[src/rtl/cpc_pkg.sv]
// Package: register map, field layout and constants of the camera port
package cpc_pkg;
    localparam int ADDR_W = 16;
    localparam int IDX_W = 14;
    // Register indexes; byte address is four times the index
    localparam logic [13:0] IDX_CAM1_CLK_DIV = 14'h2000;
    localparam logic [13:0] IDX_CAM1_PORT_CONFIG = 14'h2002;
    localparam logic [13:0] IDX_CAM2_CLOCK_SETTING = 14'h2004;
    localparam logic [13:0] IDX_CAM_ENABLE = 14'h2010;
    localparam logic [13:0] IDX_CAM_STATUS = 14'h2011;
    localparam logic [13:0] IDX_CAM_DATA = 14'h2012;
    // Port config fields
    localparam int CFG_W = 7;
    localparam int CFG_WIDE_BIT = 6;
    localparam int CFG_SRC_BIT = 5;
    localparam int CFG_ORD_LSB = 3;
    localparam int CFG_HPOL_BIT = 2;
    localparam int CFG_VPOL_BIT = 1;
    localparam int CFG_EDGE_BIT = 0;
    localparam logic [6:0] CFG_RESET = 7'h00;
    // Divider fields
    localparam int DIV_W = 5;
    localparam logic [4:0] CAM1_DIV_RESET = 5'h03;
    localparam logic [4:0] CAM2_DIV_RESET = 5'h00;
    localparam logic [4:0] DIV_MIN = 5'h02;
    // Status fields
    localparam int ST_OVF_BIT = 0;
    localparam int ST_NEMPTY_BIT = 1;
    localparam int ST_BUSY_BIT = 2;
    // Component order codes and word slots
    localparam logic [1:0] ORD_UYVY = 2'h0;
    localparam logic [1:0] SLOT_U = 2'h0;
    localparam logic [1:0] SLOT_Y0 = 2'h1;
    localparam logic [1:0] SLOT_V = 2'h2;
    localparam logic [1:0] SLOT_Y1 = 2'h3;
    localparam logic [1:0] PH_WIDE_LAST = 2'h1;
    localparam logic [1:0] PH_NARROW_LAST = 2'h3;
    // Stream and bus
    localparam int PIX_W = 32;
    localparam int FIFO_DEPTH = 16;
    localparam int SYNC_W = 19;
    localparam logic [1:0] RESP_OKAY = 2'h0;
    localparam logic [1:0] RESP_SLVERR = 2'h2;
endpackage

[src/rtl/cpc_fifo_if.sv]
// Interface: push and pop sides of the pixel word FIFO
interface cpc_fifo_if #(parameter int WIDTH = 32);
    logic push_valid;
    logic push_ready;
    logic [WIDTH-1:0] push_data;
    logic pop_valid;
    logic pop_ready;
    logic [WIDTH-1:0] pop_data;
    modport fifo(input push_valid, push_data, pop_ready,
                 output push_ready, pop_valid, pop_data);
    modport user(output push_valid, push_data, pop_ready,
                 input push_ready, pop_valid, pop_data);
endinterface

[src/rtl/cpc_fifo.sv]
// Pixel word FIFO with registered read data and registered ready
module cpc_fifo #(
    parameter int WIDTH = 32,
    parameter int DEPTH = 16
) (
    input wire logic clk,
    input wire logic rst_n,
    cpc_fifo_if.fifo f
);
    // DEPTH must be a power of two; pointers wrap naturally
    localparam int AW = $clog2(DEPTH);
    localparam logic [AW:0] DEPTH_C = (AW+1)'(DEPTH);

    logic [WIDTH-1:0] mem [DEPTH];
    logic [AW-1:0] wr_ptr_q;
    logic [AW-1:0] rd_ptr_q;
    logic [AW:0] mem_cnt_q;
    logic [WIDTH-1:0] out_q;
    logic out_v_q;
    logic ready_q;

    wire push = f.push_valid && ready_q;
    wire pop = out_v_q && f.pop_ready;
    wire load = (mem_cnt_q != '0) && (!out_v_q || pop);
    wire [AW:0] mem_cnt_d = mem_cnt_q + {{AW{1'b0}}, push}
                            - {{AW{1'b0}}, load};
    wire out_v_d = load || (out_v_q && !pop);
    wire [AW:0] total_d = mem_cnt_d + {{AW{1'b0}}, out_v_d};

    assign f.push_ready = ready_q;
    assign f.pop_valid = out_v_q;
    assign f.pop_data = out_q;

    always_ff @(posedge clk) begin
        if (push) begin
            mem[wr_ptr_q] <= f.push_data;
        end
    end

    always_ff @(posedge clk or negedge rst_n) begin
        if (!rst_n) begin
            wr_ptr_q <= '0;
            rd_ptr_q <= '0;
            mem_cnt_q <= '0;
            out_v_q <= 1'b0;
            out_q <= '0;
            ready_q <= 1'b1;
        end else begin
            if (push) begin
                wr_ptr_q <= wr_ptr_q + 1'b1;
            end
            if (load) begin
                rd_ptr_q <= rd_ptr_q + 1'b1;
                out_q <= mem[rd_ptr_q];
            end
            mem_cnt_q <= mem_cnt_d;
            out_v_q <= out_v_d;
            // Registered full keeps the producer path short
            ready_q <= total_d < DEPTH_C;
        end
    end
endmodule

[src/rtl/cpc_top.sv]
// Camera port configuration, sampling front end and register slave

// Operation
// - Interface-type bit picks 8-bit or 16-bit YUV 4:2:2 port A bus.
// - Clock-source bit 0 samples data on the camera's own pixel clock.
// - Clock-source bit 1 samples data on the internal divided camera clock.
// - 8-bit order field picks UYVY, VYUY, YUYV or YVYU byte sequence.
// - 16-bit order codes put chroma first lane (00,01) or luma (10,11).
// - Line-reference polarity bit picks high-valid (0) or low-valid (1).
// - Frame-reference polarity bit picks high-valid (0) or low-valid (1).
// - Edge bit latches data on rising (0) or falling (1) pixel clock.
// - Port B output clock divides system clock by five-bit setting plus one.
// - Port B clock setting resets to zero; upper bits unused.
// - Setting n of 2..31 gives n+1 to one; 0 and 1 reserved.
module cpc_top #(
    parameter int FIFO_DEPTH = cpc_pkg::FIFO_DEPTH
) (
    input wire logic MCLK,
    input wire logic ARST_N,
    input wire logic S_AXI_AWVALID,
    output logic S_AXI_AWREADY,
    input wire logic [cpc_pkg::ADDR_W-1:0] S_AXI_AWADDR,
    input wire logic S_AXI_WVALID,
    output logic S_AXI_WREADY,
    input wire logic [31:0] S_AXI_WDATA,
    input wire logic [3:0] S_AXI_WSTRB,
    output logic S_AXI_BVALID,
    input wire logic S_AXI_BREADY,
    output logic [1:0] S_AXI_BRESP,
    input wire logic S_AXI_ARVALID,
    output logic S_AXI_ARREADY,
    input wire logic [cpc_pkg::ADDR_W-1:0] S_AXI_ARADDR,
    output logic S_AXI_RVALID,
    input wire logic S_AXI_RREADY,
    output logic [31:0] S_AXI_RDATA,
    output logic [1:0] S_AXI_RRESP,
    input wire logic CAM_A_PIXEL_CLK_IN,
    input wire logic CAM_A_LINE_REF,
    input wire logic CAM_A_FRAME_REF,
    input wire logic [7:0] CAM_A_DATA_BUS,
    input wire logic [7:0] CAM_A_DATA_BUS_HI,
    output logic CAM_A_CLK_OUT,
    output logic CAM_B_CLK_OUT
);
    import cpc_pkg::*;

    // ************************************************************
    // Register state and bus decode
    // ************************************************************
    logic [CFG_W-1:0] cfg_q;
    logic [DIV_W-1:0] div_a_q;
    logic [DIV_W-1:0] div_b_q;
    logic en_q;
    logic ovf_q;
    logic awready_q;
    logic wready_q;
    logic bvalid_q;
    logic arready_q;
    logic rvalid_q;
    logic [1:0] bresp_q;
    logic [1:0] rresp_q;
    logic [31:0] rdata_q;
    logic [IDX_W-1:0] aw_idx_q;
    logic [7:0] wbyte_q;
    logic wlane_q;
    logic [1:0] phase_q;
    logic push_v_q;
    logic drop;

    cpc_fifo_if #(.WIDTH(PIX_W)) fq ();

    wire [IDX_W-1:0] ar_idx = S_AXI_ARADDR[ADDR_W-1:2];
    wire aw_take = S_AXI_AWVALID && awready_q;
    wire w_take = S_AXI_WVALID && wready_q;
    wire wr_fire = !awready_q && !wready_q && !bvalid_q;
    wire wr_lane = wr_fire && wlane_q;
    wire wr_cfg = wr_lane && (aw_idx_q == IDX_CAM1_PORT_CONFIG);
    wire wr_a = wr_lane && (aw_idx_q == IDX_CAM1_CLK_DIV);
    wire wr_b = wr_lane && (aw_idx_q == IDX_CAM2_CLOCK_SETTING);
    wire wr_en = wr_lane && (aw_idx_q == IDX_CAM_ENABLE);
    wire wr_st = wr_lane && (aw_idx_q == IDX_CAM_STATUS);
    wire aw_hit = aw_idx_q inside {IDX_CAM1_CLK_DIV, IDX_CAM1_PORT_CONFIG,
        IDX_CAM2_CLOCK_SETTING, IDX_CAM_ENABLE, IDX_CAM_STATUS, IDX_CAM_DATA};
    wire ar_take = S_AXI_ARVALID && arready_q;
    wire ar_data = ar_idx == IDX_CAM_DATA;
    wire ar_hit = ar_idx inside {IDX_CAM1_CLK_DIV, IDX_CAM1_PORT_CONFIG,
        IDX_CAM2_CLOCK_SETTING, IDX_CAM_ENABLE, IDX_CAM_STATUS, IDX_CAM_DATA};
    wire rd_b = ar_take && (ar_idx == IDX_CAM2_CLOCK_SETTING);
    wire [31:0] st_word = {29'h0, push_v_q, fq.pop_valid, ovf_q};
    wire [31:0] rd_mux =
        (ar_idx == IDX_CAM1_PORT_CONFIG) ? {25'h0, cfg_q} :
        (ar_idx == IDX_CAM1_CLK_DIV) ? {27'h0, div_a_q} :
        (ar_idx == IDX_CAM2_CLOCK_SETTING) ? {27'h0, div_b_q} :
        (ar_idx == IDX_CAM_ENABLE) ? {31'h0, en_q} :
        (ar_idx == IDX_CAM_STATUS) ? st_word :
        (ar_data && fq.pop_valid) ? fq.pop_data : 32'h0;

    // Reading the data register pops one word; empty reads give zero
    assign fq.pop_ready = ar_take && ar_data && fq.pop_valid;

    assign S_AXI_AWREADY = awready_q;
    assign S_AXI_WREADY = wready_q;
    assign S_AXI_BVALID = bvalid_q;
    assign S_AXI_BRESP = bresp_q;
    assign S_AXI_ARREADY = arready_q;
    assign S_AXI_RVALID = rvalid_q;
    assign S_AXI_RDATA = rdata_q;
    assign S_AXI_RRESP = rresp_q;

    // ************************************************************
    // Write channel
    // ************************************************************
    always_ff @(posedge MCLK or negedge ARST_N) begin
        if (!ARST_N) begin
            awready_q <= 1'b1;
            wready_q <= 1'b1;
            bvalid_q <= 1'b0;
            bresp_q <= RESP_OKAY;
            aw_idx_q <= '0;
            wbyte_q <= 8'h00;
            wlane_q <= 1'b0;
        end else begin
            if (aw_take) begin
                awready_q <= 1'b0;
                aw_idx_q <= S_AXI_AWADDR[ADDR_W-1:2];
            end else if (wr_fire) begin
                awready_q <= 1'b1;
            end
            if (w_take) begin
                wready_q <= 1'b0;
                wbyte_q <= S_AXI_WDATA[7:0];
                wlane_q <= S_AXI_WSTRB[0];
            end else if (wr_fire) begin
                wready_q <= 1'b1;
            end
            if (wr_fire) begin
                bvalid_q <= 1'b1;
                bresp_q <= aw_hit ? RESP_OKAY : RESP_SLVERR;
            end else if (S_AXI_BREADY) begin
                bvalid_q <= 1'b0;
            end
        end
    end

    // ************************************************************
    // Read channel
    // ************************************************************
    always_ff @(posedge MCLK or negedge ARST_N) begin
        if (!ARST_N) begin
            arready_q <= 1'b1;
            rvalid_q <= 1'b0;
            rdata_q <= 32'h0;
            rresp_q <= RESP_OKAY;
        end else if (ar_take) begin
            arready_q <= 1'b0;
            rvalid_q <= 1'b1;
            rdata_q <= rd_mux;
            rresp_q <= ar_hit ? RESP_OKAY : RESP_SLVERR;
        end else if (rvalid_q && S_AXI_RREADY) begin
            arready_q <= 1'b1;
            rvalid_q <= 1'b0;
        end
    end

    // ************************************************************
    // Control registers
    // ************************************************************
    always_ff @(posedge MCLK or negedge ARST_N) begin
        if (!ARST_N) begin
            cfg_q <= CFG_RESET;
            div_a_q <= CAM1_DIV_RESET;
            div_b_q <= CAM2_DIV_RESET;
            en_q <= 1'b0;
            ovf_q <= 1'b0;
        end else begin
            if (wr_cfg) begin
                cfg_q <= wbyte_q[CFG_W-1:0];
            end
            if (wr_a) begin
                div_a_q <= wbyte_q[DIV_W-1:0];
            end
            if (wr_b) begin
                div_b_q <= wbyte_q[DIV_W-1:0];
            end
            if (wr_en) begin
                en_q <= wbyte_q[0];
            end
            // Set beats a same-cycle write-one clear
            ovf_q <= drop || (ovf_q && !(wr_st && wbyte_q[ST_OVF_BIT]));
        end
    end

    // ************************************************************
    // Camera clock dividers
    // ************************************************************
    logic [DIV_W-1:0] div_n [2];
    wire logic [1:0] clk_o;
    wire logic [1:0] rise_tk;
    wire logic [1:0] fall_tk;
    assign div_n[0] = div_a_q;
    assign div_n[1] = div_b_q;
    assign CAM_A_CLK_OUT = clk_o[0];
    assign CAM_B_CLK_OUT = clk_o[1];

    for (genvar gi = 0; gi < 2; gi++) begin : g_div
        logic [DIV_W-1:0] cnt_q;
        logic clk_q;
        // Reserved settings 0 and 1 park the clock low
        wire run = div_n[gi] >= DIV_MIN;
        wire [DIV_W:0] sum = {1'b0, div_n[gi]} + {{DIV_W{1'b0}}, 1'b1};
        wire [DIV_W-1:0] half = sum[DIV_W:1];
        wire [DIV_W-1:0] cnt_d = (!run || cnt_q >= div_n[gi]) ? '0 :
                                 cnt_q + 1'b1;
        assign clk_o[gi] = clk_q;
        assign rise_tk[gi] = run && (cnt_q == '0) && clk_q;
        assign fall_tk[gi] = run && (cnt_q == half) && !clk_q;
        always_ff @(posedge MCLK or negedge ARST_N) begin
            if (!ARST_N) begin
                cnt_q <= '0;
                clk_q <= 1'b0;
            end else begin
                cnt_q <= cnt_d;
                clk_q <= run && (cnt_d < half);
            end
        end
    end

    // ************************************************************
    // Pin synchronisers
    // ************************************************************
    logic [SYNC_W-1:0] syn1_q;
    logic [SYNC_W-1:0] syn2_q;
    logic pclk_old_q;
    wire [SYNC_W-1:0] pins = {CAM_A_PIXEL_CLK_IN, CAM_A_LINE_REF,
        CAM_A_FRAME_REF, CAM_A_DATA_BUS_HI, CAM_A_DATA_BUS};
    wire pclk_s = syn2_q[18];
    wire href_s = syn2_q[17];
    wire vref_s = syn2_q[16];
    wire [7:0] data_hi = syn2_q[15:8];
    wire [7:0] data_lo = syn2_q[7:0];

    always_ff @(posedge MCLK or negedge ARST_N) begin
        if (!ARST_N) begin
            syn1_q <= '0;
            syn2_q <= '0;
            pclk_old_q <= 1'b0;
        end else begin
            syn1_q <= pins;
            syn2_q <= syn1_q;
            pclk_old_q <= pclk_s;
        end
    end

    // ************************************************************
    // Sampling and pixel pair assembly
    // ************************************************************
    function automatic logic [1:0] slot_of(input logic luma,
                                           input logic second,
                                           input logic vsel);
        if (luma) begin
            return second ? SLOT_Y1 : SLOT_Y0;
        end
        return vsel ? SLOT_V : SLOT_U;
    endfunction

    wire wide = cfg_q[CFG_WIDE_BIT];
    wire src_int = cfg_q[CFG_SRC_BIT];
    wire fall_sel = cfg_q[CFG_EDGE_BIT];
    wire [1:0] ord = cfg_q[CFG_ORD_LSB +: 2];
    wire line_ok = href_s ^ cfg_q[CFG_HPOL_BIT];
    wire frame_ok = vref_s ^ cfg_q[CFG_VPOL_BIT];
    // Pixel clock must stay below half of MCLK to be seen
    wire ev_ext = fall_sel ? (pclk_old_q && !pclk_s) :
                             (!pclk_old_q && pclk_s);
    wire ev_int = fall_sel ? fall_tk[0] : rise_tk[0];
    wire ev = src_int ? ev_int : ev_ext;
    wire win = en_q && line_ok && frame_ok;
    wire take = win && ev && !push_v_q;
    assign drop = win && ev && push_v_q;
    wire last = wide ? (phase_q == PH_WIDE_LAST) :
                       (phase_q == PH_NARROW_LAST);
    wire [1:0] slot_lo = wide ?
        slot_of(ord[1], phase_q[0], phase_q[0] ^ ord[0]) :
        slot_of(phase_q[0] ^ ord[1], phase_q[1],
                phase_q[1] ^ ord[0]);
    wire [1:0] slot_hi = slot_of(!ord[1], phase_q[0],
                                 phase_q[0] ^ ord[0]);
    wire logic [PIX_W-1:0] word;

    for (genvar gb = 0; gb < 4; gb++) begin : g_byte
        logic [7:0] byte_q;
        wire hit_lo = take && (slot_lo == 2'(gb));
        wire hit_hi = take && wide && (slot_hi == 2'(gb));
        assign word[gb*8 +: 8] = byte_q;
        always_ff @(posedge MCLK or negedge ARST_N) begin
            if (!ARST_N) begin
                byte_q <= 8'h00;
            end else if (hit_lo) begin
                byte_q <= data_lo;
            end else if (hit_hi) begin
                byte_q <= data_hi;
            end
        end
    end

    always_ff @(posedge MCLK or negedge ARST_N) begin
        if (!ARST_N) begin
            phase_q <= 2'h0;
            push_v_q <= 1'b0;
        end else begin
            if (!win) begin
                phase_q <= 2'h0;
            end else if (take) begin
                phase_q <= last ? 2'h0 : phase_q + 2'h1;
            end
            if (take && last) begin
                push_v_q <= 1'b1;
            end else if (fq.push_ready) begin
                push_v_q <= 1'b0;
            end
        end
    end

    // A full FIFO stalls assembly; bytes seen meanwhile are dropped and set the overflow flag
    assign fq.push_valid = push_v_q;
    assign fq.push_data = word;

    cpc_fifo #(.WIDTH(PIX_W), .DEPTH(FIFO_DEPTH)) u_fifo (
        .clk(MCLK),
        .rst_n(ARST_N),
        .f(fq.fifo)
    );
endmodule

[config.mk]
export PLATFORM = sky130hd
export DESIGN_NAME = cpc_top
export DESIGN_NICKNAME = d
export VERILOG_FILES = /design/src/rtl/cpc_pkg.sv /design/src/rtl/cpc_fifo_if.sv /design/src/rtl/cpc_fifo.sv /design/src/rtl/cpc_top.sv
export SDC_FILE = /design/constraint.sdc
export NUM_CORES = 1
export LEC_CHECK = 0
export ABC_AREA = 0
export ABC_CLOCK_PERIOD_IN_PS = 3600
export BUFFER_PORTS_ARGS = -buffer_cell sky130_fd_sc_hd__clkbuf_2
export CORE_UTILIZATION = 55
export DETAILED_ROUTE_END_ITERATION = 12
export PLACE_DENSITY = 0.75
export SLEW_MARGIN = 10
export SYNTH_ARGS = -nofsm -noshare
export SYNTH_HDL_FRONTEND = slang
export SYNTH_HIERARCHICAL = 1
export SYNTH_SLANG_ARGS = --single-unit
[constraint.sdc]
create_clock -name MCLK -period 3.6 [get_ports MCLK]
set_input_delay 0.72 -clock MCLK [delete_from_list [all_inputs] [get_ports MCLK]]
set_output_delay 0.72 -clock MCLK [all_outputs]
set_load 0.02 [all_outputs]
**Word-level counts from Yosys, hierarchy flattened**

Memories as Yosys holds them, arrays and structs flattened. A register that Yosys moved wholly into a read port is not among the register bits.
Cells that the tools add are included.

- Memories: 1
- Bits in registers: 183
- Logic and storage cells: 206
- Bits in writable memories: 512
- Input bits: 94
- Output and inout port bits: 43

Memories:

| memory | words | width | read ports | clocked after memory_dff | wr ports | line | RTL |
|---|---|---|---|---|---|---|---|
| u_fifo.mem | 16 | 32 | 1 | 1 | 1 | cpc_fifo.sv:14 | `logic [WIDTH-1:0] mem [DEPTH];` |

- Add/sub/neg operators: 10
- Equality and inequality tests: 22
- Order comparisons: 7
- Muxes and demuxes: 50
- Reduce and logical (&&, ||, !) cells: 77
- Bitwise gates (word level): 5

Operator list:

| operator | number |
|---|---|
| 32-bit two-way mux | 6 |
| 14-bit equality test (second input constant) | 12 |
| 8-bit two-way mux | 8 |
| 1-bit logical AND | 44 |
| 2-bit two-way mux | 15 |
| 1-bit two-way mux | 19 |
| 2-bit nonzero test | 9 |
| 1-bit logical NOT | 13 |
| 5-bit by 1-bit adder with 6-bit output (second input constant) | 2 |
| 6-bit nonzero test | 2 |
| 5-bit by 1-bit adder with 5-bit output | 2 |
| 5-bit by 1-bit adder with 5-bit output (second input constant) | 2 |
| 2-bit equality test (second input constant) | 5 |
| 5-bit by 2-bit greater-or-equal comparator with 1-bit output (second input constant) | 2 |
| 5-bit greater-or-equal comparator | 2 |
| 5-bit less-than comparator | 2 |
| 5-bit two-way mux | 2 |
| 4-bit by 1-bit adder with 4-bit output (second input constant) | 2 |
| 2-bit by 1-bit equality test with 1-bit output (second input constant) | 3 |
| 5-bit equality test | 1 |
| 5-bit logical NOT | 1 |
| 1-bit logical OR | 5 |
| 5-bit less-than comparator (second input constant) | 1 |
| 5-bit nonzero test | 1 |
| other kinds (5) | 10 |

**Depth between registers and ports, before layout**

Gate-level depths: netlist of the first run.

- Word-level depth: 12
- Gate-level depth with buffers: 16
- Gate-level depth less buffers: 14

**Cells and area by module**

The synthesis of the first run kept the hierarchy.

By module, submodules not included:

| module | cells an instance | times used | seq. area each (um^2) | area an instance (um^2) |
|---|---|---|---|---|
| cpc_fifo | 939 | 1 | 16552.1 | 21365.5 |
| cpc_top | 767 | 1 | 4160.2 | 7946.4 |

**Worst setup path before layout of the first run**

OpenSTA, ideal clock, no wires.

- Kind: input port to flip-flop
- Start point: input S_AXI_ARADDR[13] (netlist bit)
- End point: register u_fifo.ready_q (netlist: u_fifo/f.push_ready)
- Stages: 16
- Arrival time: 4.287 ns
- Slack: -0.762 ns
- Cells stage by stage: nor4b_1 -> nand3_1 -> nor4_1 -> clkbuf_1 -> nor2b_1 -> inv_1 -> a21oi_1 -> clkbuf_1 -> ha_1 -> inv_1 -> ha_1 -> fa_1 -> a21o_1 -> a21oi_1 -> xnor2_1 -> xor2_1

- Longest elaborated chain between the ends: 9

RTL lines:

| what | line | RTL |
|---|---|---|
| from (decl) | cpc_top.sv:32 | `input wire logic [cpc_pkg::ADDR_W-1:0] S_AXI_ARADDR,` |
| 14-bit equality test | cpc_top.sv:85 | `wire ar_data = ar_idx == IDX_CAM_DATA;` |
| 1-bit logical AND (2 in a row) | cpc_top.sv:99 | `assign fq.pop_ready = ar_take && ar_data && fq.pop_valid;` |
| named net fq.pop_ready | cpc_fifo_if.sv:7 | `logic pop_ready;` |
| 1-bit logical AND | cpc_fifo.sv:23 | `wire pop = out_v_q && f.pop_ready;` |
| 1-bit logical OR | cpc_fifo.sv:24 | `wire load = (mem_cnt_q != '0) && (!out_v_q \|\| pop);` |
| 1-bit logical AND | cpc_fifo.sv:24 |  |
| named net u_fifo.load | cpc_fifo.sv:24 |  |
| 5-bit by 1-bit subtractor with 5-bit output | cpc_fifo.sv:26 | `- {{AW{1'b0}}, load};` |
| named net u_fifo.mem_cnt_d[4] | cpc_fifo.sv:25 | `wire [AW:0] mem_cnt_d = mem_cnt_q + {{AW{1'b0}}, push}` |
| 5-bit by 1-bit adder with 5-bit output | cpc_fifo.sv:28 | `wire [AW:0] total_d = mem_cnt_d + {{AW{1'b0}}, out_v_d};` |
| 5-bit less-than comparator | cpc_fifo.sv:59 | `ready_q <= total_d < DEPTH_C;` |
| to (signal assigned) | cpc_fifo.sv:59 |  |
| to (decl) | cpc_fifo.sv:20 | `logic ready_q;` |

The timed path passes the listed nets, and every way through them passes these cells.
A chain may end at the register's enable or synchronous reset.

**Worst setup path after layout of the first run**

- Start point: register g_div[0].cnt_q[0]
- End point: register g_div[0].clk_q (netlist: CAM_A_CLK_OUT)

- Longest elaborated chain between the ends: 5

RTL lines:

| what | line | RTL |
|---|---|---|
| from (decl) | cpc_top.sv:206 | `logic [DIV_W-1:0] cnt_q;` |
| from (signal assigned) | cpc_top.sv:222 | `cnt_q <= cnt_d;` |
| 5-bit greater-or-equal comparator | cpc_top.sv:212 | `wire [DIV_W-1:0] cnt_d = (!run \|\| cnt_q >= div_n[gi]) ? '0 :` |
| 1-bit logical OR | cpc_top.sv:212 |  |
| 5-bit two-way mux * | cpc_top.sv:212 |  |
| named net g_div[0].cnt_d[2] | cpc_top.sv:212 |  |
| 5-bit less-than comparator * | cpc_top.sv:223 | `clk_q <= run && (cnt_d < half);` |
| 1-bit logical AND * | cpc_top.sv:223 |  |
| to (signal assigned) | cpc_top.sv:223 |  |
| to (decl) | cpc_top.sv:207 | `logic clk_q;` |

Mark *: on every way through the listed nets, which the timed path passes. The rest lies on a longest branch.

==> results of run 1 <==
==> cell type report <==
class	count	share of cell area
clock buffer	92	0.0583
multi-input combinational	835	0.242
clock inverter	41	0.0107
inverter	59	0.00669
tap	688	0.0260
antenna	1	0.0000756
timing repair buffer	155	0.0308
sequential	725	0.626
==> per-layer routing <==
layer,vias up,wire length [um]
met5,-,0
met4,0,1740
met3,124,5070
met2,734,32600
met1,8435,26800
li1,7024,-
==> critical path, delay by kind of cell, from the launching register on <==
| family | cells | cell delay (ns) |
|---|---|---|
| buf+inv | 1 | 0.09 |
| compound gates | 8 | 1.79 |
| simple gates | 2 | 0.31 |
| fa+ha+maj | 2 | 0.52 |
| flops | 1 | 0.46 |
==> cell usage after synthesis (all sizes together) (4+ instances only) <==
cell,n,share of area
or2,4,0.00085
and2,13,0.0028
nor2,45,0.0060
a21o,12,0.0031
nand2b,7,0.0015
nor4,22,0.0051
ha,38,0.016
or4,4,0.0013
edfxtp,512,0.52
xnor2,17,0.0051
o21ai,53,0.0090
nor2b,6,0.0013
buf,49,0.011
a2111oi,4,0.0014
inv,59,0.0076
a32o,4,0.0014
nor4b,4,0.0012
and3,11,0.0023
nand3b,4,0.0010
dfrtp,207,0.18
mux4,128,0.098
dfstp,6,0.0054
nand2,96,0.012
o22ai,75,0.022
nand3,19,0.0032
a221oi,16,0.0048
xor2,13,0.0039
a211oi,17,0.0044
a21oi,44,0.0075
o32ai,8,0.0024
or3,4,0.00085
nand4,6,0.0015
a31oi,16,0.0036
clkbuf,39,0.0050
nor3,40,0.0068
mux2,69,0.027
==> through the flow <==
| stage | setup slack, ns | util | area (sq um) |
|---|---|---|---|
| 2_1_floorplan | 0.0327 | - | 29400 |
| 4_1_cts | 0.322 | 0.629 | 33100 |
| 3_3_place_gp | 0.248 | 0.585 | 30800 |
| 5_1_grt | 0.107 | 0.629 | 33100 |
| 3_5_place_dp | 0.186 | 0.585 | 30800 |
| 6_report | 0.372 | 0.629 | 33100 |
==> where the power goes <==
part           switching [mW]  internal [mW]
clock                    3.16           4.12
combinational           0.345          0.268
sequential              0.198           9.07
total                    3.70           13.5
==> flip-flops by register name, indices dropped and copies added, names as in the netlist, 10 cells and up <==
name,flops
u_fifo/f.pop_data,32
syn1_q,19
syn2_q,19
g_byte.byte_q,32
aw_idx_q,14
g_div.cnt_q,10
S_AXI_RDATA,32
u_fifo/mem,512
==> kinds of logic (layout without fill, tap and decap cells) <==
logic type / after synthesis / count (layout) / share of synthesized area
AO/OA/AOI/OAI: 273 / 273 / 0.0682
XOR/XNOR: 30 / 30 / 0.00896
adder cells (fa/ha/maj): 39 / 39 / 0.0169
buffers and inverters: 147 / 347 / 0.0233
flip-flops: 725 / 725 / 0.707
multiplexers: 200 / 200 / 0.126
other: 1 / 3 / 0.000128
AND/OR/NAND/NOR: 291 / 291 / 0.0499
==> how the worst min path moves through the flow <==
stage	endpoint	slack, ns
6_report	aw_idx_q[3]	0.10
5_1_grt	aw_idx_q[3]	0.17
4_1_cts	aw_idx_q[10]	0.12
3_5_place_dp	syn2_q[2]	0.33
3_3_place_gp	syn2_q[16]	0.34
2_1_floorplan	syn2_q[0]	0.33
==> reports/metrics.yaml, run 1 <==
cap_violations: 0
cp-start-kind: "register"
grt.overflow.total: 0
final_cell_mix: "edfxtp_1, dfrtp_1, mux4_2, clkbuf_2, nand2_1"
critPathMostFrequentCell: "a21o_1"
power.total_mw: 17.2
syn_area_per_cell_sq_um: 17.2
yosysWarnings: 6
grt_util_met2: 0.412
drt.antenna.violating_nets: 0
viasPerCell: 6.29
max_stage_delay_ns: 0.46
path_class: "register to register"
required_ns: 4.15
tightest_slew_ns: 1.09
cpMaxStageDelayCell: "dfrtp_1"
synth-seq-area-share: 0.707
wire_per_inst_um: 25.5
start_util: 0.557
grt.busiest_layer: "met2"
ios: 137
synth.distinct_cells: 77
relSlewSlack: 0.274
rows: 84
setup_violations: 0
die_area_sq_mm: 0.0542
cts_tree: "built"
syn_area_sq_mm: 0.0293
worstReg2RegStart: "g_div[0].cnt_q[0]"
ys.flop_type: "edfxtp_1"
fmax_mhz: 310
ff_latch_area_sq_mm: 0.0207
first_pass_iters: 6
antenna_found_initial: 1
grt_pass1_wl_um: 101000
layout_commonest_cell: "edfxtp_1"
path_clk_slew_ns: 0.06
path_max_fanout: 6
drc: 0
cts_resized: 0
gr-usage-met1: 0.350
post_cts_buffers: 0
finalCritPeriodShare: 0.897
vias: 16300
numPlacedInstances: 2462
min_period_ns: 3.23
drt-initial-drc-count: 1563
regToRegSetupSlack_ns: 0.37
drive_gt1_frac: 0.278
drv_slew: 0
clk_latency_ns: 0.62
async_flop_share: 0.294
p_leak_nw: 10.7
reg2reg_to: "CAM_A_CLK_OUT"
synth_edf_count: 512
cts_hold_buf: 0
grt_usage: 0.253
die_h_um: 233
io_buffers: 102
instances_no_fill: 2596
path_cells: "inv_1 > ha_1 > nand2b_1 > a21o_1 > a21o_1 > a21o_1 > a211o_1 > nor2_1 > ha_1 > a21o_1 > a21o_1 > a2111oi_0 > o31a_1"
hpwl_um: 39700
clock_skew_ns: 0.0217
grt_pass1_vias: 16700
holdWs_ns: 0.102
cts-buffers-inserted: 72
wl_um: 66200
status: "finished, final reports clean"
pwr_density_cell_mw_per_mm2: 518
r2r_cells: 13
core_sq_mm: 0.0527
rsz0062_at_grt: "false"
clockBufferDepth: 3
setup_tns_ns: 0
endpoint: "CAM_A_CLK_OUT"
vdd_drop_max_mv: 0.447
cts_sinks: 725
grt_util_met3: 0.0412
startpoint: "g_div[0].cnt_q[0]"
hp-class: "input port to asynchronous set/reset pin"
hold_violations: 0
cts_max_level: 3
gp_congestion: 0.866
root_buffer: "clkbuf_16"
worstSetupEndpointType: "register"
crit_arrival_ns: 3.78
fp.dieW_um: 233
fillerInstances: 3647
area_growth_pct: 13.0
syn_inst: 1706
layout.nets: 1981
grt_max_degree: 94
ys_ff_latch: 725
multi_input_area_sq_mm: 0.00801
Note: power is estimated with default switching activity, not from simulation.
==> run 2: changes to the inputs <==
==> constraint.sdc (replaced) <==
create_clock -name MCLK -period 3.6 [get_ports MCLK]
set_input_delay 0.36 -clock MCLK [delete_from_list [all_inputs] [get_ports MCLK]]
set_output_delay 0.36 -clock MCLK [all_outputs]
set_load 0.02 [all_outputs]
==> reports/metrics.yaml, run 2 (synthesis results as in run 1) <==
setup_tns_ns: 0
drive_gt1_frac: 0.266
drt.antenna.violating_nets: 0
largest_reg_flops: 512
cp-start-kind: "register"
grt_pass1_wl_um: 102000
gp_congestion: 0.874
wl_um: 66600
ios: 137
rows: 84
path_class: "register to register"
cap_violations: 0
rsz0062_at_grt: "false"
fp.dieW_um: 233
pwr_density_cell_mw_per_mm2: 514
start_util: 0.557
setup_slack_ns: 0.351
cts_sinks: 725
hp-class: "input port to register"
antenna_found_initial: 1
path_max_fanout: 6
root_buffer: "clkbuf_16"
grt.overflow.total: 0
cts_tree: "built"
die_area_sq_mm: 0.0542
clk_latency_ns: 0.62
cts-buffers-inserted: 72
wire_per_inst_um: 25.3
hpwl_um: 38700
fmax_mhz: 308
viasPerCell: 6.31
layout_commonest_cell: "edfxtp_1"
vdd_drop_max_mv: 0.416
core_sq_mm: 0.0527
die_h_um: 233
tightest_slew_ns: 1.04
status: "finished, final reports clean"
crit_arrival_ns: 3.80
cts_max_level: 3
grt_usage: 0.254
largest-register: "u_fifo/mem"
clock_skew_ns: 0.0254
grt_max_degree: 103
drv_slew: 0
required_ns: 4.15
vias: 16600
io_buffers: 102
clockBufferDepth: 3
layout.nets: 2022
regToRegSetupSlack_ns: 0.35
drc: 0
num_antenna_cells: 0
pre_cts_ws_ns: 0.284
grt_pass1_vias: 16800
finalCritPeriodShare: 0.903
relSlewSlack: 0.306
p_leak_nw: 10.9
drt-initial-drc-count: 1524
hold_violations: 0
setup_violations: 0
path_clk_slew_ns: 0.06
area_growth_pct: 14.2
post_cts_buffers: 0
first_pass_iters: 5
worstSetupEndpointType: "register"
min_period_ns: 3.25
final_cell_mix: "edfxtp_1, dfrtp_1, mux4_2, clkbuf_2, nand2_1"
-- run 2: routing by layer --
| metal | part of all wire | vias to the layer above | GRT usage | wire length [um] |
|---|---|---|---|---|
| met3 | 0.074 | 158 | 0.0442 | 4920 |
| met1 | 0.41 | 8674 | 0.354 | 27200 |
| met4 | 0.026 | 2 | 0.0799 | 1720 |
| li1 | - | 7098 | - | - |
| met5 | 0.00020 | - | 0 | 13 |
| met2 | 0.49 | 695 | 0.413 | 32700 |
-- run 2: final timing paths --
check | depth (start not counted) | startpoint | to
worst max-delay path | 13 | g_div[0].cnt_q[0] | CAM_A_CLK_OUT
worst min-delay path | 2 | S_AXI_AWADDR[8] | aw_idx_q[6]
worst max register to register | 13 | g_div[0].cnt_q[0] | CAM_A_CLK_OUT
worst min register to register | 0 | syn1_q[3] | syn2_q[3]
max in group asynchronous | 3 | ARST_N | g_byte[1].byte_q[3]
min in group asynchronous | 2 | ARST_N | aw_idx_q[5]
-- run 2: report_power, final --
group,internal (mW),switching (mW)
Sequential,9.08,0.197
Clock,4.24,3.05
Combinational,0.300,0.355
-- run 2: stage by stage --
step | area (sq um) | hold slack, ns | utilization | power, mW | std cells
floorplan | 29300 | 0.0644 | - | 9.76 | 1707
global placement | 30700 | 0.336 | 0.583 | 9.99 | 2456
detailed placement | 30700 | 0.335 | 0.583 | 10.0 | 2456
CTS | 33500 | 0.0165 | 0.636 | 17.3 | 2635
global route | 33500 | 0.00741 | 0.636 | 17.7 | 2635
finish | 33500 | 0.0411 | 0.636 | 17.2 | 2635
-- run 2: cell type report --
type                            count  area, sq um
Clock buffer                      112         2140
Inverter                           59          221
Sequential cell                   725        20700
Fill cell                        3600        19200
Clock inverter                     20          156
Tap cell                          688          861
Timing Repair Buffer              196         1410
Multi-Input combinational cell    835         7970
-- run 2: what timing repair did --
item / in CTS / in global routing
setup endpoints to repair: 0 / 0
hold buffers: 47 / 0
gates resized for setup: 0 / 0
hold endpoints to repair: 142 / 0
-- run 2: critical path, stage by stage (launching register included) --
cell	delay, ns
dfrtp_1	0.45
inv_1	0.10
ha_1	0.27
nand2b_1	0.14
a21o_1	0.17
a21o_1	0.17
a21o_1	0.17
a211o_1	0.37
nor2_1	0.18
ha_1	0.26
a21o_1	0.15
a21o_1	0.16
a2111oi_0	0.39
o31a_1	0.19
==> run 3: changes to the inputs <==
Settings changed: CORE_MARGIN from default to 4, HOLD_SLACK_MARGIN from default to 0.12, SYNTH_HIERARCHICAL 1 to default.
==> reports/metrics.yaml, run 3 <==
tightest_slew_ns: 1.23
yosysWarnings: 0
drive_gt1_frac: 0.293
numPlacedInstances: 2252
cts_tree: "built"
synth-compound-area-share: 0.0437
yosysMostFrequentCell: "edfxtp_1"
layout.nets: 1828
yosys.area.top_type: "edfxtp_1"
grt_pass1_wl_um: 98400
synthSimpleGateAreaFrac: 0.0340
first_pass_iters: 5
grt_max_degree: 117
met1_length_um: 25800
grt.overflow.total: 0
worstSetupEndpointType: "register"
final_cell_mix: "edfxtp_1, dfrtp_1, mux4_2, clkbuf_2, clkbuf_16"
synth-seq-area-share: 0.726
die_area_sq_mm: 0.0556
startpoint: "div_a_q[0]"
cts-buffers-inserted: 73
rows: 83
cts_max_level: 3
path_class: "register to register"
hold_violations: 0
synthMuxAreaShare: 0.154
start_util: 0.556
fp.dieW_um: 236
drt.antenna.violating_nets: 0
rsz0062_at_grt: "false"
synth_xor_area_frac: 0.00982
io_buffers: 102
pwr_density_cell_mw_per_mm2: 533
gp_congestion: 0.864
ys_ff_latch: 725
required_ns: 4.11
die_h_um: 236
syn_inst: 1495
async_flop_share: 0.294
clock_skew_ns: 0.0243
p_leak_nw: 11.4
ios: 137
wl_met2_um: 33200
setup_violations: 0
worstReg2RegStart: "div_a_q[0]"
syn_area_per_cell_sq_um: 19.1
instances_no_fill: 2436
antenna_found_initial: 0
vdd_drop_max_mv: 0.395
wl_met3_um: 4220
relSlewSlack: 0.179
root_buffer: "clkbuf_16"
layout_commonest_cell: "edfxtp_1"
synth_top_area_frac: 0.539
drv_slew: 0
min_period_ns: 3.15
clk_latency_ns: 0.61
cap_violations: 0
synth_top_family_by_area: "multiplexers"
fin_area_sq_mm: 0.0330
crit_arrival_ns: 3.66
syn_area_sq_mm: 0.0285
grt_usage: 0.234
post_cts_buffers: 0
drc: 0
path_max_fanout: 10
synth_common_cells: "edfxtp_1, dfrtp_1, mux4_2"
placed_area_sq_mm: 0.0301
vias: 15100
wire_per_inst_um: 26.5
cts_sinks: 725
fmax_mhz: 318
setup_slack_ns: 0.452
min_from: "S_AXI_ARADDR[4]"
cp-start-kind: "register"
core_sq_mm: 0.0513
fillerInstances: 3384
synth_area_leaders: "edfxtp_1, dfrtp_1, mux4_2"
synth.distinct_cells: 69
synth-adder-area-share: 0.0174
num_antenna_cells: 0
largest_reg_flops: 512
viasPerCell: 6.21
wl_um: 64600
synth_edf_count: 512
ys.flop_type: "edfxtp_1"
hpwl_um: 36700
area_growth_pct: 15.5
clockBufferDepth: 3
path_clk_slew_ns: 0.06
finalCritPeriodShare: 0.875
highest_layer: "met4"
power.total_mw: 17.6
largest-register: "u_fifo.mem"
status: "finished, final reports clean"
hp-class: "input port to register"
grt_pass1_vias: 15500
pre_cts_ws_ns: 0.202
setup_tns_ns: 0
drt-initial-drc-count: 1679
run 3: metal layers:
metal / GRT usage / vias up
li1: - / 6373
met5: 0 / -
met4: 0.0637 / 0
met3: 0.0375 / 92
met2: 0.389 / 654
met1: 0.331 / 8016
run 3: what timing repair did:
action / 4_1_cts / 5_1_grt
resized for setup: 0 / 0
hold buffers: 48 / 0
endpoints found under the hold margin: 155 / 0
run 3: power breakdown:
part,internal [mW],switching (mW),total (mW)
Combinational,0.323,0.366,0.689
Clock,4.44,3.12,7.56
Sequential,9.10,0.206,9.31
run 3: final cells by class:
class / count / area (sq um) / share of cell area
Timing Repair Buffer: 193 / 1400 / 0.0424
Clock buffer: 108 / 2140 / 0.0650
Sequential cell: 725 / 20700 / 0.629
Inverter: 36 / 135 / 0.00410
Clock inverter: 28 / 288 / 0.00873
Tap cell: 680 / 851 / 0.0258
Multi-Input combinational cell: 666 / 7430 / 0.225
run 3: stage by stage:
stage	hold slack (ns)	utilization
6_report	0.156	0.643
3_3_place_gp	0.333	0.586
5_1_grt	0.158	0.643
4_1_cts	0.130	0.643
2_1_floorplan	0.0644	-
3_5_place_dp	0.337	0.586
run 3: final timing paths:
check                                       to  slack (ns)  cells past startpoint
max                        g_byte[3].byte_q[2]        0.45                     11
min                             S_AXI_RDATA[0]        0.16                      3
max reg2reg                g_byte[3].byte_q[2]        0.45                     11
min reg2reg                         syn2_q[17]        0.35                      0
max in group asynchronous        S_AXI_AWREADY        2.20                      3
min in group asynchronous        CAM_B_CLK_OUT        0.42                      2
run 3: critical path: stages, from the launching register on:
cell,delay [ns]
dfstp_2,0.59
inv_1,0.07
ha_1,0.34
xnor2_1,0.14
a2111o_1,0.34
a311oi_1,0.29
and3_1,0.32
buf_4,0.23
nor2_4,0.09
a21oi_1,0.23
buf_4,0.21
a2bb2oi_1,0.20
run 3: logic make-up after synthesis:
family	after synthesis
flops	725
buf+inv	105
compound gates	174
fa+ha+maj	39
simple gates	188
xor+xnor	32
mux	231
other cells	1
